===== src/hw/lsb_regs.vh =====
`ifndef LSB_REGS_VH
`define LSB_REGS_VH

// register word addresses (byte address = 4 * index)
`define LSB_ADDR_CTRL 4'h0
`define LSB_ADDR_SEG_LO 4'h1
`define LSB_ADDR_SEG_MID 4'h2
`define LSB_ADDR_SEG_HI 4'h3
`define LSB_ADDR_PORT_A 4'h4
`define LSB_ADDR_PORT_SEG 4'h5
`define LSB_ADDR_STATUS 4'h6

// control register fields
`define LSB_FRAME_BIT 7
`define LSB_ISEL_HI 6
`define LSB_ISEL_LO 5
`define LSB_MASTER_BIT 4
`define LSB_COM_HI 3
`define LSB_SEG_HI_MASK 8'h0f

// reset values
`define LSB_RST_CTRL 8'h00
`define LSB_RST_SEG 8'h00
`define LSB_RST_PORT 8'h00
`define LSB_RST_SEGDAT 20'h00000

// level codes driven to the analog stage
`define LSB_LVL_VSS 2'h0
`define LSB_LVL_THIRD 2'h1
`define LSB_LVL_TWO_THIRD 2'h2
`define LSB_LVL_VDD 2'h3

// avalon slave read latency in cycles of waitrequest
`define LSB_WAIT_CYCLES 1

`endif


===== src/hw/lsb_driver.v =====
// The register offsets and register access over Avalon-MM are this design's own decisions.
`timescale 1ns/1ps
`include "lsb_regs.vh"

// Overview of operation
// - master off forces all lcd pin and enable outputs ground
// - per-pin select works only when master on
// - control bits 3..0 select common pins
// - low segment register selects segments 0-7
// - mid segment register selects segments 8-15
// - high register selects 16-19, upper zero
// - frame bit picks frame 0 or 1
// - frame0: common vdd/third, segment vss/two-thirds
// - frame1: common vss/two-thirds, segment vdd/third
// - common polarity from port a bits 0,1,2,4
// - segment level from frame and data bit
// - drive ignores port direction settings
// - two-bit field selects drive current
// - control registers reset to zero, read/write
module lsb_driver (
    input wire mclk,
    input wire rst,
    input wire [3:0] avs_address,
    input wire avs_read,
    input wire avs_write,
    input wire [31:0] avs_writedata,
    input wire [3:0] avs_byteenable,
    output reg [31:0] avs_readdata,
    output reg avs_waitrequest,
    output reg [7:0] lcd_common_pins,
    output reg [39:0] lcd_segment_pins,
    output reg [3:0] lcd_pin_enable,
    output reg [19:0] lcd_segment_enable,
    output reg [1:0] drive_current_field
);

////////////////////////////////////////////////////////////////////////////
reg [7:0] ctrl_q;
reg [7:0] seg_lo_q;
reg [7:0] seg_mid_q;
reg [3:0] seg_hi_q;
reg [7:0] port_a_data_register_q;
reg [19:0] seg_data_q;
reg ack_q;
wire req;
wire wr_go;
wire [7:0] wb;
wire master_on;
wire frame;
wire [19:0] segment_pin_select;
wire [3:0] common_pin_select;
wire [3:0] port_a_common_data_bits;
wire [7:0] com_lvl;
wire [39:0] seg_lvl;

assign req = avs_read | avs_write;
assign wr_go = avs_write & ack_q;
assign wb = avs_writedata[7:0];
assign master_on = ctrl_q[`LSB_MASTER_BIT];
assign frame = ctrl_q[`LSB_FRAME_BIT];
assign common_pin_select = ctrl_q[`LSB_COM_HI:0];
assign segment_pin_select = {seg_hi_q, seg_mid_q, seg_lo_q};
assign port_a_common_data_bits = {port_a_data_register_q[4],
    port_a_data_register_q[2:0]};

////////////////////////////////////////////////////////////////////////////
// bus handshake: one wait cycle then accept
always @(posedge mclk or posedge rst) begin
    if (rst) begin
        ack_q <= 1'b0;
        avs_waitrequest <= 1'b1;
    end else begin
        ack_q <= req & ~ack_q;
        avs_waitrequest <= ~(req & ~ack_q);
    end
end

// register writes
always @(posedge mclk or posedge rst) begin
    if (rst) begin
        ctrl_q <= `LSB_RST_CTRL;
        seg_lo_q <= `LSB_RST_SEG;
        seg_mid_q <= `LSB_RST_SEG;
        seg_hi_q <= 4'h0;
        port_a_data_register_q <= `LSB_RST_PORT;
        seg_data_q <= `LSB_RST_SEGDAT;
    end else if (wr_go && avs_byteenable[0]) begin
        case (avs_address)
            `LSB_ADDR_CTRL: ctrl_q <= wb;
            `LSB_ADDR_SEG_LO: seg_lo_q <= wb;
            `LSB_ADDR_SEG_MID: seg_mid_q <= wb;
            `LSB_ADDR_SEG_HI: seg_hi_q <= wb[3:0];
            `LSB_ADDR_PORT_A: port_a_data_register_q <= wb;
            `LSB_ADDR_PORT_SEG: seg_data_q <= avs_writedata[19:0];
            default: ;
        endcase
    end
end

// read data
always @(posedge mclk or posedge rst) begin
    if (rst) begin
        avs_readdata <= 32'h00000000;
    end else if (avs_read && !ack_q) begin
        case (avs_address)
            `LSB_ADDR_CTRL: avs_readdata <= {24'h000000, ctrl_q};
            `LSB_ADDR_SEG_LO: avs_readdata <= {24'h000000, seg_lo_q};
            `LSB_ADDR_SEG_MID: avs_readdata <= {24'h000000, seg_mid_q};
            `LSB_ADDR_SEG_HI: avs_readdata <= {28'h0000000, seg_hi_q};
            `LSB_ADDR_PORT_A:
                avs_readdata <= {24'h000000, port_a_data_register_q};
            `LSB_ADDR_PORT_SEG: avs_readdata <= {12'h000, seg_data_q};
            `LSB_ADDR_STATUS:
                avs_readdata <= {24'h000000, lcd_pin_enable,
                    lcd_segment_enable[3:0]};
            default: avs_readdata <= 32'h00000000;
        endcase
    end
end

////////////////////////////////////////////////////////////////////////////
// level decode, one per pin
genvar gi;
generate
    for (gi = 0; gi < 4; gi = gi + 1) begin : g_com
        lsb_pin_level u_com (
            .master_on(master_on),
            .pin_select(common_pin_select[gi]),
            .frame(frame),
            .is_common(1'b1),
            .data_bit(port_a_common_data_bits[gi]),
            .level(com_lvl[2*gi+1:2*gi])
        );
    end
    for (gi = 0; gi < 20; gi = gi + 1) begin : g_seg
        lsb_pin_level u_seg (
            .master_on(master_on),
            .pin_select(segment_pin_select[gi]),
            .frame(frame),
            .is_common(1'b0),
            .data_bit(seg_data_q[gi]),
            .level(seg_lvl[2*gi+1:2*gi])
        );
    end
endgenerate

////////////////////////////////////////////////////////////////////////////
// registered pin outputs
always @(posedge mclk or posedge rst) begin
    if (rst) begin
        lcd_common_pins <= 8'h00;
        lcd_segment_pins <= 40'h0000000000;
        lcd_pin_enable <= 4'h0;
        lcd_segment_enable <= 20'h00000;
        drive_current_field <= 2'h0;
    end else begin
        lcd_common_pins <= com_lvl;
        lcd_segment_pins <= seg_lvl;
        lcd_pin_enable <= master_on ? common_pin_select : 4'h0;
        lcd_segment_enable <= master_on ? segment_pin_select : 20'h00000;
        drive_current_field <= ctrl_q[`LSB_ISEL_HI:`LSB_ISEL_LO];
    end
end

endmodule


===== src/hw/lsb_pin_level.v =====
`timescale 1ns/1ps
`include "lsb_regs.vh"

module lsb_pin_level (
    input wire master_on,
    input wire pin_select,
    input wire frame,
    input wire is_common,
    input wire data_bit,
    output reg [1:0] level
);

always @* begin
    if (!master_on || !pin_select) begin
        level = `LSB_LVL_VSS;
    end else if (is_common ^ frame) begin
        level = data_bit ? `LSB_LVL_VDD : `LSB_LVL_THIRD;
    end else begin
        level = data_bit ? `LSB_LVL_VSS : `LSB_LVL_TWO_THIRD;
    end
end

endmodule


===== config.mk =====
export PLATFORM = sky130hd
export DESIGN_NAME = lsb_driver
export DESIGN_NICKNAME = d
export VERILOG_FILES = /design/src/hw/lsb_driver.v /design/src/hw/lsb_pin_level.v
export VERILOG_INCLUDE_DIRS = /design/src /design/src/hw
export SDC_FILE = /design/constraint.sdc
export NUM_CORES = 1
export LEC_CHECK = 0
export BUFFER_PORTS_ARGS = -buffer_cell sky130_fd_sc_hd__buf_4
export CORE_MARGIN = 5
export CORE_UTILIZATION = 40
export CTS_BUF_LIST = sky130_fd_sc_hd__clkbuf_16
export DETAILED_ROUTE_END_ITERATION = 12
export GPL_TIMING_DRIVEN = 0
export PLACE_DENSITY = 0.61
export SLEW_MARGIN = 20
export SYNTH_ARGS = -nofsm -noshare
export SYNTH_HDL_FRONTEND = slang
export SYNTH_HIERARCHICAL = 1
export SYNTH_SLANG_ARGS = --single-unit
export TNS_END_PERCENT = 50

===== constraint.sdc =====
create_clock -name mclk -period 8.84 [get_ports mclk]
set_input_delay 0.442 -clock mclk [delete_from_list [all_inputs] [get_ports mclk]]
set_output_delay 0.442 -clock mclk [all_outputs]
set_load 0.02 [all_outputs]

==> impl_results.md <==
* Status: completed
* Synthesized cell area at 6680 um^2
* DRC at 0
* Post-CTS sizing at 0
* Routed WL at 16.7 mm
* Post-DP HPWL at 11.8 mm
* Number of global-route vias before repair at 4653
* Final Hold Fails at 0
* Max Fclk at 530 MHz
* Avg Synthesized Cell Area at 12.8 um^2
* Share of post-route cells with drive strength above 1 at 0.308
* First-pass GRT wire length at 26.5 mm
* IO buf count at 122
* Clk root buf: clkbuf_16
* Reg2reg start: ctrl_q[4]$_DFFE_PP0P_
* Clock transition at the registers of the reported paths at 0.06 ns
* Setup Buffers After CTS at 0
* GRT overflow at 0
* Final net count at 745
* Tcrit/Tclk final at 0.213
* Initial Utilization at 0.406
* DRT iter0 DRCs at 264
* Setup crit start: ctrl_q[4]$_DFFE_PP0P_
* Min cycle time layout at 1.89 ns
* Setup TNS at 0 ns
* Synth area leaders: dfrtp_1 57%, mux2_4 5.4%, mux2_1 5.2%
* CTS sink cnt at 152
* Final setup fails at 0
* Routed Antenna Nets at 0
* Die width at 139 um
* Clock Path Buffers at 2
* Area share of the largest cell type after synthesis at 0.565
* Yosys reg bits at 152
* Die area at 19400 um^2
* Post-synthesis cell count at 524
* DIE HEIGHT at 139 um
* H-Tree Depth at 4
* Area Overhead vs Synth at 28.8%
* Critical Path Start Type: flop
* Drt pass-1 iters at 4
* Via/cell ratio at 4.84
* P_leak at 4.24 nW
* DR vias at 4514
* Setup CP Type: reg2reg
* Netlist cell types at 53
* Worst vdd ir at 0.153 mV
* FP Rows at 47
* Maxcap violations at 0
* Slew Limit Fails at 0
* Cell Pwr Density at 200 nW/um^2
* RSZ-0062 raised after global routing: false
* Post-synth EDFFs at 0
* Clock skew at 0.00747 ns
* CTS hold repair buffers at 0
* Hold Path Class: in2async
* Worst skew pair latency at 0.43 ns
* Most area-hungry cell type in the Yosys netlist: dfrtp_1
* Antenna Cells at 0
* Rel. slew slack at 0.461
* Sequential area share after synthesis at 0.569
* Final Total Pwr at 1.72 mW
* Largest net degree at the start of global routing at 93
* CP arrival at 2.24 ns
* Ys async rst share at 1.00
* Critical path capture point type: flop
* Yosys warns at 6
* CP required at 9.20 ns
* Core Area at 16500 um^2
* Worst-Margin Slew at 0.808 ns
* Cts bufs inserted at 17
* Io pins at 151
* CP max FO at 80
* Primary FF master, synth: dfrtp_1
* Global Route Usage Sum at 0.176
* TritonCTS clock tree: built
* Reg2reg setup slack at 6.95 ns
* Initial antenna violation count at 0
* Wire length per cell at 17.9 um
* Placer congestion estimate at 0.824
-- layout by cell type (no fill, tap or decap), types with 4 or more instances in the layout --
cell and n:
nand3b_1 24, xnor2_1 24, nor4_1 4, dfrtp_1 149
clkbuf_1 5, conb_1 36, nor2b_1 5, clkbuf_16 17
nand3_1 24, nand2_1 51, a22oi_1 9, o21ai_0 13
buf_6 5, a22o_1 4, mux2_1 31, clkinv_1 5
buf_4 135, and2_1 24, mux2i_1 32, nor2_1 26
mux2_4 24
-- cell usage after synthesis, types with 5 or more instances --
cell / n
dfrtp_1: 151
nand2_1: 51
mux2i_1: 32
mux2_1: 31
nor2_1: 26
and2_1: 24
mux2_4: 24
nand3_1: 24
nand3b_1: 24
xnor2_1: 24
buf_4: 13
o21ai_0: 13
a22oi_1: 9
buf_6: 5
clkbuf_1: 5
nor2b_1: 5
-- kinds of logic (layout without fill, tap and decap cells) --
| logic type | after synthesis | after routing | share of synthesized area |
|---|---|---|---|
| multiplexers | 90 | 90 | 0.163 |
| AO/OA/AOI/OAI | 44 | 44 | 0.0489 |
| AND/OR/NAND/NOR | 181 | 181 | 0.152 |
| flip-flops | 152 | 152 | 0.569 |
| buffers and inverters | 31 | 185 | 0.0343 |
| XOR/XNOR | 24 | 24 | 0.0315 |
| other | 2 | 36 | 0.00112 |
-- worst max-delay path, stage by stage (launching register included) --
cell and delay, ns:
dfrtp_4 0.95, clkbuf_1 0.60, and2_1 0.22
-- where the power goes --
part           internal [mW]  switching [mW]  leakage (nW)
logic                  0.113           0.113          1.90
clock network          0.404           0.273         0.259
registers              0.747          0.0741          2.08
total                   1.26           0.460          4.24
-- registers in the layout, summed over array words and instances (netlist names) --
| signal | cells |
|---|---|
| ack_q | 1 |
| avs_readdata | 20 |
| avs_waitrequest | 1 |
| ctrl_q | 8 |
| drive_current_field | 2 |
| lcd_common_pins | 8 |
| lcd_pin_enable | 4 |
| lcd_segment_enable | 20 |
| lcd_segment_pins | 40 |
| port_a_data_register_q | 8 |
| seg_data_q | 20 |
| seg_hi_q | 4 |
| seg_lo_q | 8 |
| seg_mid_q | 8 |
-- per-layer routing --
layer  track usage  routed length, um  vias up
li1              -                  -     2138
met1         0.238               7700     2227
met2         0.272               7750      128
met3        0.0532               1020       21
met4        0.0623                258        0
met5             0                  0        -
-- area by class of cell --
cell class	count	area, um^2
Clock inverter	13	115
Tap cell	220	275
Clock buffer	17	425
Timing Repair Buffer	124	971
Inverter	2	15.0
Fill cell	1461	7860
Sequential cell	152	3810
Multi-Input combinational cell	375	2780
Buffer	29	221
-- path summary, 6_finish.rpt --
path | endpoint | cells past startpoint
max in group asynchronous | avs_readdata[2]$_DFFE_PP0P_ | 3
hold reg to reg | drive_current_field[1]$_DFF_PP0_ | 0
setup reg to reg | lcd_segment_enable[5]$_DFF_PP0_ | 2
setup / recovery | lcd_segment_enable[5]$_DFF_PP0_ | 2
min in group mclk | seg_data_q[19]$_DFFE_PP0P_ | 2
hold / removal | lcd_segment_enable[15]$_DFF_PP0_ | 2
-- stage by stage --
step                      hold slack (ns)  worst slack (ns)  std cells   util  cell area (um^2)
after floorplan                     0.363              4.31        558      -              6810
after global placement              0.403              2.80        900  0.486              8000
after detailed placement            0.397              6.91        902  0.490              8070
after CTS                          0.0533              6.90        932  0.523              8610
after global routing               0.0676              6.89        932  0.523              8610
final                              0.0450              6.95        932  0.523              8610
Note: power is estimated with default switching activity, not from simulation.
